File: src/verilog/lrd_params.svh
// constants of the lvds receive deserializer
`ifndef LRD_PARAMS_SVH
`define LRD_PARAMS_SVH

// clock rate of core_clk_i in MHz
`define LRD_CLK_MHZ        125
// word, fifo and delay geometry, lock match count and bypass width
`define LRD_WORD_W         10
`define LRD_CNT_W          4
`define LRD_FIFO_DEPTH     8
`define LRD_FIFO_AW        3
`define LRD_FIFO_CW        4
`define LRD_BUF_DEPTH      2
`define LRD_DLY_W          6
`define LRD_DLY_MAX        6'h3F
`define LRD_LOCK_MATCH     3'h4
`define LRD_BYPASS_W       4'h1
// asynchronous link, clock, control and configuration pins, positions in the sync vector
`define LRD_SI_DATA        0
`define LRD_SI_BCLK        1
`define LRD_SI_WCLK        2
`define LRD_SI_RCLK        3
`define LRD_SI_RDEN        4
`define LRD_SI_RST         5
`define LRD_SI_BUFEN       6
`define LRD_SI_TERM        7
`define LRD_SI_DYNT        8
`define LRD_SI_DLYEN       9
`define LRD_SI_DLYDIR      10
`define LRD_SI_DLYCLR      11
`define LRD_SI_HALF        12
`define LRD_SI_AUTO        13
`define LRD_SI_FIFOEN      14
`define LRD_SI_W           15

`endif

File: src/verilog/lrd_pkg.sv
// types of the lvds receive deserializer
package lrd_pkg;
	typedef enum logic [1:0] {
		LRD_IDLE  = 2'h0,
		LRD_TRAIN = 2'h1,
		LRD_LOCK  = 2'h3
	} lrd_apa_t;
endpackage

File: src/verilog/lrd_rx.sv
// lvds receive deserializer with phase alignment and read fifo
`timescale 1ns/1ps
`include "lrd_params.svh"

module lrd_rx (
	// clock and reset
	input  wire logic                    core_clk_i,
	input  wire logic                    rst_i,
	// link and clock pins
	input  wire logic                    serial_data_i,
	input  wire logic                    serial_bit_clock_i,
	input  wire logic                    parallel_word_clock_i,
	input  wire logic                    fabric_read_clock_i,
	// fabric control pins
	input  wire logic                    fifo_read_enable_i,
	input  wire logic                    rx_reset_i,
	input  wire logic                    input_buffer_enable_i,
	input  wire logic                    termination_control_i,
	input  wire logic                    dynamic_termination_i,
	input  wire logic                    delay_adjust_enable_i,
	input  wire logic                    delay_step_direction_i,
	input  wire logic                    delay_counter_clear_i,
	// configuration pins
	input  wire logic [`LRD_CNT_W-1:0]   deser_width_i,
	input  wire logic                    half_rate_i,
	input  wire logic                    auto_phase_alignment_i,
	input  wire logic                    fifo_enable_i,
	// outputs
	output logic      [`LRD_WORD_W-1:0]  data_o,
	output logic                         lock_o,
	output logic                         fifo_empty_o,
	output logic                         overflow_o,
	output logic                         bypass_alternate_out_o,
	output logic                         input_buffer_on_o,
	output logic                         termination_on_o,
	output logic      [`LRD_DLY_W-1:0]   delay_count_o
);

	function automatic logic [`LRD_DLY_W-1:0] lrd_target(input logic [`LRD_DLY_W-1:0] off,
		input logic [`LRD_DLY_W-1:0] per);
		logic [`LRD_DLY_W:0] t;
		t = {1'b0, off} + {2'h0, per[`LRD_DLY_W-1:1]};
		if (t >= {1'b0, per})
			t = t - {1'b0, per};
		return t[`LRD_DLY_W-1:0];
	endfunction

	function automatic logic [`LRD_DLY_W-1:0] lrd_step(input logic [`LRD_DLY_W-1:0] v,
		input logic up);
		if (up)
			return (v == `LRD_DLY_MAX) ? v : v + 6'h01;
		return (v == 6'h00) ? v : v - 6'h01;
	endfunction

	// two-flop synchronisers
	logic [`LRD_SI_W-1:0]   s1_r, s2_r, pin_w;
	logic [`LRD_CNT_W-1:0]  w1_r, w2_r;

	assign pin_w = {fifo_enable_i, auto_phase_alignment_i, half_rate_i,
		delay_counter_clear_i, delay_step_direction_i, delay_adjust_enable_i,
		dynamic_termination_i, termination_control_i, input_buffer_enable_i,
		rx_reset_i, fifo_read_enable_i, fabric_read_clock_i,
		parallel_word_clock_i, serial_bit_clock_i, serial_data_i};

	always_ff @(posedge core_clk_i) begin
		if (rst_i) begin
			s1_r <= '0;
			s2_r <= '0;
			w1_r <= 4'h0;
			w2_r <= 4'h0;
		end else begin
			s1_r <= pin_w;
			s2_r <= s1_r;
			w1_r <= deser_width_i;
			w2_r <= w1_r;
		end
	end

	// decoded events
	logic bclk_q_r, wclk_q_r, rclk_q_r, data_q_r;
	logic rst_any, half, apa_on, bit_in, sample_evt, wclk_rise, rclk_rise;

	assign rst_any    = rst_i | s2_r[`LRD_SI_RST];
	assign half       = s2_r[`LRD_SI_HALF];
	assign apa_on     = s2_r[`LRD_SI_AUTO] & ~half;
	assign bit_in     = s2_r[`LRD_SI_DATA] & s2_r[`LRD_SI_BUFEN];
	// rising edge, both edges in half rate
	assign sample_evt = (s2_r[`LRD_SI_BCLK] & ~bclk_q_r)
		| (half & ~s2_r[`LRD_SI_BCLK] & bclk_q_r);
	assign wclk_rise  = s2_r[`LRD_SI_WCLK] & ~wclk_q_r;
	assign rclk_rise  = s2_r[`LRD_SI_RCLK] & ~rclk_q_r;

	// datapath state
	logic [`LRD_WORD_W-1:0] sh_r, sh_nxt, done_r, done_nxt, data_nxt;
	logic [`LRD_CNT_W-1:0]  cnt_r, cnt_nxt;
	logic [`LRD_DLY_W-1:0]  dly_r, dly_nxt, dcnt_r, dcnt_nxt;
	logic [`LRD_DLY_W-1:0]  per_r, per_nxt, pcnt_r, pcnt_nxt, off_r, off_nxt, tgt_r, tgt_nxt;
	logic [2:0]             match_r, match_nxt;
	logic                   pend_r, pend_nxt, take, push;
	lrd_pkg::lrd_apa_t      st_r, st_nxt;

	always_comb begin
		sh_nxt    = sh_r;
		done_nxt  = done_r;
		cnt_nxt   = cnt_r;
		dly_nxt   = dly_r;
		dcnt_nxt  = dcnt_r;
		pend_nxt  = pend_r;
		per_nxt   = per_r;
		pcnt_nxt  = (pcnt_r == `LRD_DLY_MAX) ? pcnt_r : pcnt_r + 6'h01;
		off_nxt   = off_r;
		tgt_nxt   = tgt_r;
		match_nxt = match_r;
		st_nxt    = st_r;
		take      = 1'b0;
		// delay chain: sample dly_r cycles after the clock edge
		if (sample_evt && dly_r == 6'h00) begin
			take = 1'b1;
		end else if (sample_evt) begin
			pend_nxt = 1'b1;
			dcnt_nxt = dly_r;
		end else if (pend_r && dcnt_r <= 6'h01) begin
			take     = 1'b1;
			pend_nxt = 1'b0;
		end else if (pend_r) begin
			dcnt_nxt = dcnt_r - 6'h01;
		end
		if (take && cnt_r < 4'(`LRD_WORD_W)) begin
			sh_nxt[cnt_r] = bit_in;
			cnt_nxt       = cnt_r + 4'h1;
			if (cnt_r + 4'h1 >= w2_r) begin
				done_nxt = sh_nxt;
				cnt_nxt  = 4'h0;
				sh_nxt   = '0;
			end
		end else if (take) begin
			cnt_nxt = 4'h0;
		end
		// measure transition offset and bit period
		if (s2_r[`LRD_SI_DATA] != data_q_r)
			off_nxt = pcnt_r;
		if (s2_r[`LRD_SI_BCLK] && !bclk_q_r) begin
			per_nxt  = pcnt_r;
			pcnt_nxt = 6'h01;
		end
		if (st_r == lrd_pkg::LRD_TRAIN && s2_r[`LRD_SI_BCLK] && !bclk_q_r) begin
			tgt_nxt   = lrd_target(off_r, pcnt_r);
			match_nxt = (tgt_nxt == tgt_r) ? match_r + 3'h1 : 3'h0;
			if (match_nxt == `LRD_LOCK_MATCH) begin
				dly_nxt = tgt_nxt;
				st_nxt  = lrd_pkg::LRD_LOCK;
			end
		end
		if (!apa_on)
			st_nxt = lrd_pkg::LRD_IDLE;
		// controls act on the word clock edge
		if (wclk_rise && s2_r[`LRD_SI_DLYCLR]) begin
			match_nxt = 3'h0;
			if (apa_on)
				st_nxt = lrd_pkg::LRD_TRAIN;
			else
				dly_nxt = 6'h00;
		end else if (wclk_rise && s2_r[`LRD_SI_DLYEN]) begin
			if (apa_on && st_r == lrd_pkg::LRD_IDLE)
				st_nxt = lrd_pkg::LRD_TRAIN;
			// manual step, ignored under auto alignment
			else if (!apa_on)
				dly_nxt = lrd_step(dly_r, s2_r[`LRD_SI_DLYDIR]);
		end
	end

	// 2-entry buffer and fifo
	logic [`LRD_WORD_W-1:0]  bq_r [`LRD_BUF_DEPTH];
	logic [`LRD_WORD_W-1:0]  mem_r [`LRD_FIFO_DEPTH];
	logic [1:0]              bc_r, bc_nxt;
	logic                    bw_r, bw_nxt, br_r, br_nxt, b_in_rdy, b_out_vld, b_pop;
	logic [`LRD_FIFO_AW-1:0] wp_r, wp_nxt, rp_r, rp_nxt;
	logic [`LRD_FIFO_CW-1:0] fc_r, fc_nxt;
	logic                    f_rd, ovf_nxt;

	always_comb begin
		b_in_rdy  = (bc_r != 2'(`LRD_BUF_DEPTH));
		b_out_vld = (bc_r != 2'h0);
		b_pop     = b_out_vld && (fc_r != 4'(`LRD_FIFO_DEPTH));
		// word handed over on word clock rise
		push      = wclk_rise && s2_r[`LRD_SI_FIFOEN];
		// read only when a word is held
		f_rd      = rclk_rise && s2_r[`LRD_SI_RDEN] && (fc_r != 4'h0) && s2_r[`LRD_SI_FIFOEN];
		bc_nxt    = bc_r + {1'b0, push && b_in_rdy} - {1'b0, b_pop};
		bw_nxt    = bw_r ^ (push && b_in_rdy);
		br_nxt    = br_r ^ b_pop;
		wp_nxt    = wp_r + {2'h0, b_pop};
		rp_nxt    = rp_r + {2'h0, f_rd};
		fc_nxt    = fc_r + {3'h0, b_pop} - {3'h0, f_rd};
		ovf_nxt   = overflow_o | (push && !b_in_rdy);
		data_nxt  = data_o;
		// output word, direct or through the fifo
		if (f_rd)
			data_nxt = mem_r[rp_r];
		else if (wclk_rise && !s2_r[`LRD_SI_FIFOEN])
			data_nxt = done_r;
	end

	always_ff @(posedge core_clk_i) begin
		bclk_q_r <= s2_r[`LRD_SI_BCLK];
		wclk_q_r <= s2_r[`LRD_SI_WCLK];
		rclk_q_r <= s2_r[`LRD_SI_RCLK];
		data_q_r <= s2_r[`LRD_SI_DATA];
		if (push && b_in_rdy)
			bq_r[bw_r] <= done_r;
		if (b_pop)
			mem_r[wp_r] <= bq_r[br_r];
		if (rst_any) begin
			sh_r  <= '0;
			done_r <= '0;
			cnt_r <= 4'h0;
			dly_r <= 6'h00;
			dcnt_r <= 6'h00;
			pend_r <= 1'b0;
			per_r <= 6'h00;
			pcnt_r <= 6'h00;
			off_r <= 6'h00;
			tgt_r <= 6'h00;
			match_r <= 3'h0;
			st_r  <= lrd_pkg::LRD_IDLE;
			bc_r  <= 2'h0;
			bw_r  <= 1'b0;
			br_r  <= 1'b0;
			wp_r  <= 3'h0;
			rp_r  <= 3'h0;
			fc_r  <= 4'h0;
			data_o <= '0;
			lock_o <= 1'b0;
			fifo_empty_o <= 1'b1;
			overflow_o <= 1'b0;
			bypass_alternate_out_o <= 1'b0;
			input_buffer_on_o <= 1'b0;
			termination_on_o <= 1'b0;
			delay_count_o <= 6'h00;
		end else begin
			sh_r  <= sh_nxt;
			done_r <= done_nxt;
			cnt_r <= cnt_nxt;
			dly_r <= dly_nxt;
			dcnt_r <= dcnt_nxt;
			pend_r <= pend_nxt;
			per_r <= per_nxt;
			pcnt_r <= pcnt_nxt;
			off_r <= off_nxt;
			tgt_r <= tgt_nxt;
			match_r <= match_nxt;
			st_r  <= st_nxt;
			bc_r  <= bc_nxt;
			bw_r  <= bw_nxt;
			br_r  <= br_nxt;
			wp_r  <= wp_nxt;
			rp_r  <= rp_nxt;
			fc_r  <= fc_nxt;
			data_o <= data_nxt;
			lock_o <= (st_nxt == lrd_pkg::LRD_LOCK);
			fifo_empty_o <= (fc_nxt == 4'h0);
			overflow_o <= ovf_nxt;
			// alternate path only at width one
			bypass_alternate_out_o <= (w2_r == `LRD_BYPASS_W) & bit_in;
			input_buffer_on_o <= s2_r[`LRD_SI_BUFEN];
			termination_on_o <= s2_r[`LRD_SI_DYNT] & s2_r[`LRD_SI_TERM];
			delay_count_o <= dly_nxt;
		end
	end

endmodule

File: config.mk
export PLATFORM = sky130hd
export DESIGN_NAME = lrd_rx
export DESIGN_NICKNAME = d
export VERILOG_FILES = /design/src/verilog/lrd_pkg.sv /design/src/verilog/lrd_rx.sv
export VERILOG_INCLUDE_DIRS = /design/src /design/src/verilog
export SDC_FILE = /design/constraint.sdc
export NUM_CORES = 1
export LEC_CHECK = 0
export BUFFER_PORTS_ARGS = -buffer_cell sky130_fd_sc_hd__buf_2
export CORE_UTILIZATION = 45
export DETAILED_ROUTE_END_ITERATION = 6
export PLACE_DENSITY_LB_ADDON = 0.12
export SLEW_MARGIN = 15
export SYNTH_ARGS = -nofsm -noshare
export SYNTH_HDL_FRONTEND = slang
export SYNTH_SLANG_ARGS = --single-unit
File: constraint.sdc
create_clock -name core_clk_i -period 7.2 [get_ports core_clk_i]
set_input_delay 1.44 -clock core_clk_i [delete_from_list [all_inputs] [get_ports core_clk_i]]
set_output_delay 1.44 -clock core_clk_i [all_outputs]
set_load 0.02 [all_outputs]
==> results.py <==
metrics = {
    "route": {
        "vias_per_cell": 5.269,
        "post-route-drc-count": 0,
        "wl_um": 20200,
        "ant_nets": 0,
        "dr.pass1.iters": 4,
        "drt-initial-drc-count": 417,
        "via_count": 6412,
        "routedWlPerCell_um": 16.60,
    },
    "yosys": {
        "syn-num-nets": 932,
        "ys_ff_latch": 232,
        "synthFlopType": "dfxtp_1",
        "async_flop_share_pct": 0,
        "synth_cell_type_count": 59,
        "synth_area_um2": 10040,
        "avgSynthCellArea_um2": 11.60,
        "syn_inst": 866,
        "ys_seq_area_share_pct": 56.20,
        "yosys_warnings": 0,
        "synth_enable_flop_cells": 100,
    },
    "clocking": {
        "root_buffer": "clkbuf_16",
        "clock_latency_ns": 0.52,
        "htreeDepth": 1,
        "cts_resized": 0,
        "holdBufCountCts": 0,
        "cts.sinks": 232,
        "postCtsSetupRepairBufs": 0,
        "cts.path.max_buffers": 3,
        "cts_tree": "yes",
        "clk_pin_slew_worst_paths_ns": 0.06,
        "cts_buffers": 25,
    },
    "sta": {
        "fmax_ghz": 0.2247,
        "rsz0062_at_grt": "false",
        "finalHoldViolations": 0,
        "setup_tns_ns": 0,
        "worstMarginPinSlew_ns": 1.074,
        "fin_crit_sh_pct": 61.82,
        "timing.final.crit_period_ns": 4.451,
        "hold_slack_ns": 0.3472,
        "slew_violations": 0,
        "max_slew_margin_pct": 28.29,
        "setup_violations": 0,
        "clock_skew_ns": 0.007812,
    },
    "hold_path": {
        "min_from": "s2_r[2]",
        "min_path_cells": 0,
        "hold_class": "reg2reg",
        "hold_end": "wclk_q_r",
    },
    "floorplan": {
        "coreArea_um2": 21820,
        "fp.dieH_um": 151.4,
        "die-area_um2": 22920,
        "rows": 54,
        "io_pins": 43,
        "initial_core_util_pct": 46.03,
        "dieWidth_um": 151.4,
    },
    "setup_path": {
        "rrSetupSlack_ns": 2.75,
        "worst_ep_arrival_time_ns": 4.86,
        "worstPathRequired_ns": 7.61,
        "critPathTopFamily": "compound AO/OA/AOI/OAI gates",
        "end_kind": "register",
        "critPathMaxStageDelay_ns": 0.45,
        "r2r-start": "pcnt_r[5]",
        "path_buf_inv": 1,
        "cp_slowest_cell": "dfxtp_1",
        "r2r.worst_path.cells": 13,
        "critPathMaxFanout": 9,
        "worstPathCellList": "ha_1, nor2b_1, a221o_1, a211oi_1, inv_1, ha_1, a221o_1, a211o_4, a2111oi_4, a22oi_2, nor3_4, and2_1, o211ai_1",
        "path_class": "reg2reg",
        "r2r-end": "dly_r[2]",
        "crit_path_start_kind": "register",
    },
    "placed_design": {
        "dp_cells": 1171,
        "io_buffers": 42,
        "gp_congestion": 0.8096,
        "dpl.hpwl_um": 13780,
    },
    "finish": {
        "stdcell_count": 1217,
        "drive_gt1_share_pct": 14.73,
        "num-nets-final": 984,
        "fill_cells": 1960,
        "n_antenna_cell": 0,
        "areaGrowthSynthToFinish_pct": 14.14,
    },
    "power_and_ir_drop": {
        "ir_worst_vdd_uv": 219.3,
        "p_per_area_nw_per_um2": 289.0,
        "p_leak_nw": 4.300,
    },
    "grt": {
        "grt_pass1_wl_um": 32420,
        "track_usage_pct": 18.48,
        "grt_overflow": 0,
        "grt_max_degree": 56,
        "grt_pass1_vias": 6154,
        "antenna_found_initial": 0,
    },
    "outcome": {
        "outcome": "finished clean",
    },
    "job": {
        "maxCapViolations": 0,
    },
}
cell usage after synthesis (3+ instances only):
library cell    n  area, um^2
a22oi_1         6       45.04
or2_2           4       25.02
nand4_1         3       18.77
edfxtp_1      100        3003
nor3b_1         5       37.54
a21o_1          9       67.56
nor2b_1        51       319.1
mux4_2         20       450.4
o21ai_1         3       15.01
a31oi_1         3       18.77
buf_1           4       15.01
nand2_1        43       161.4
and2_1         11       68.82
nand4b_1        3       26.28
nand3_1        12       60.06
inv_1          39       146.4
dfxtp_1       132        2643
a221o_1         3       30.03
a21oi_1        49       245.2
mux2_2         10       112.6
nand2b_1       10       62.56
o211ai_1        6       45.04
fa_1            4       80.08
o2111a_1        4       45.04
xnor2_1        17       148.9
and3_1          5       31.28
nor3_1         11       55.05
a211oi_1       27       202.7
clkbuf_1       24       90.09
o21ai_0        24       120.1
nor2_1        112       420.4
ha_1           41       513.0
mux2i_1        29       290.3
xor2_1         10       87.58
per-layer routing:
metal / part of all wire [%] / GRT usage (%) / up-vias
met4: 2.0 / 5.300 / 0
met2: 46 / 30.18 / 92
met1: 49 / 25.55 / 3066
met3: 3.0 / 2.530 / 30
met5: 0 / 0 / -
li1: - / - / 3224
stage by stage:
stage | power [mW] | utilization (%) | area (um^2) | setup WS [ns]
2_1_floorplan | 1.889 | - | 10040 | 3.314
3_3_place_gp | 2.025 | 48.50 | 10590 | 2.866
3_5_place_dp | 2.029 | 48.50 | 10590 | 2.731
4_1_cts | 3.358 | 52.50 | 11460 | 2.736
5_1_grt | 3.468 | 52.53 | 11460 | 2.379
6_report | 3.313 | 52.53 | 11460 | 2.749
flip-flops by register name (all words and copies together), names as in the netlist, 2 cells and up:
register and count:
mem_r 80, bq_r 20, s1_r 15, s2_r 15
data_o 10, done_r 10, sh_r 10, dcnt_r 6
dly_r 6, off_r 6, pcnt_r 6, tgt_r 6
cnt_r 4, fc_r 4, w1_r 4, w2_r 4
match_r 3, rp_r 3, wp_r 3, bc_r 2
st_r 2
worst max path at each step:
stage / startpoint / to / depth (start not counted) / slack (ns)
4_1_cts: pcnt_r[5] / dly_r[2] / 13 / 2.74
3_3_place_gp: pcnt_r[5] / dly_r[3] / 13 / 2.87
5_1_grt: pcnt_r[3] / dly_r[2] / 12 / 2.38
6_report: pcnt_r[5] / dly_r[2] / 13 / 2.75
2_1_floorplan: pcnt_r[5] / lock_o / 14 / 3.31
3_5_place_dp: pcnt_r[5] / dly_r[2] / 13 / 2.73
layout by cell type, fill, tap and decap left out, types with 29 or more instances in the layout:
cell	instances
a21oi_1	48
buf_2	42
dfxtp_1	132
edfxtp_1	100
ha_1	41
inv_1	39
mux2i_1	29
nand2_1	43
nor2_1	109
nor2b_1	51
where the power goes:
group | switching (mW) | total (mW) | internal [mW]
registers | 0.0473 | 1.54 | 1.49
clock network | 0.514 | 1.32 | 0.806
logic | 0.266 | 0.453 | 0.187
total | 0.828 | 3.31 | 2.49
cell families after synthesis:
kind of cell	after synthesis	synth area share [%]
buffers and inverters	69	2.666
DFF	232	56.20
AOI/OAI and AO/OA	156	10.63
adders and majority gates	45	5.904
muxes	60	8.719
xor gates and xnor gates	28	2.578
and+or+nand+nor	276	13.30
layout make-up:
cell class,instances,area (um^2),area share [%]
clock inverters,11,116.4,1.015
flip-flops and latches,232,5645,49.24
clock buffers,35,755.7,6.592
well taps,280,350.3,3.056
repair buffers,55,307.8,2.685
multi-input cells,565,4143,36.13
inverters,39,146.4,1.277
No activity file was read; power rests on OpenSTA's default activity.
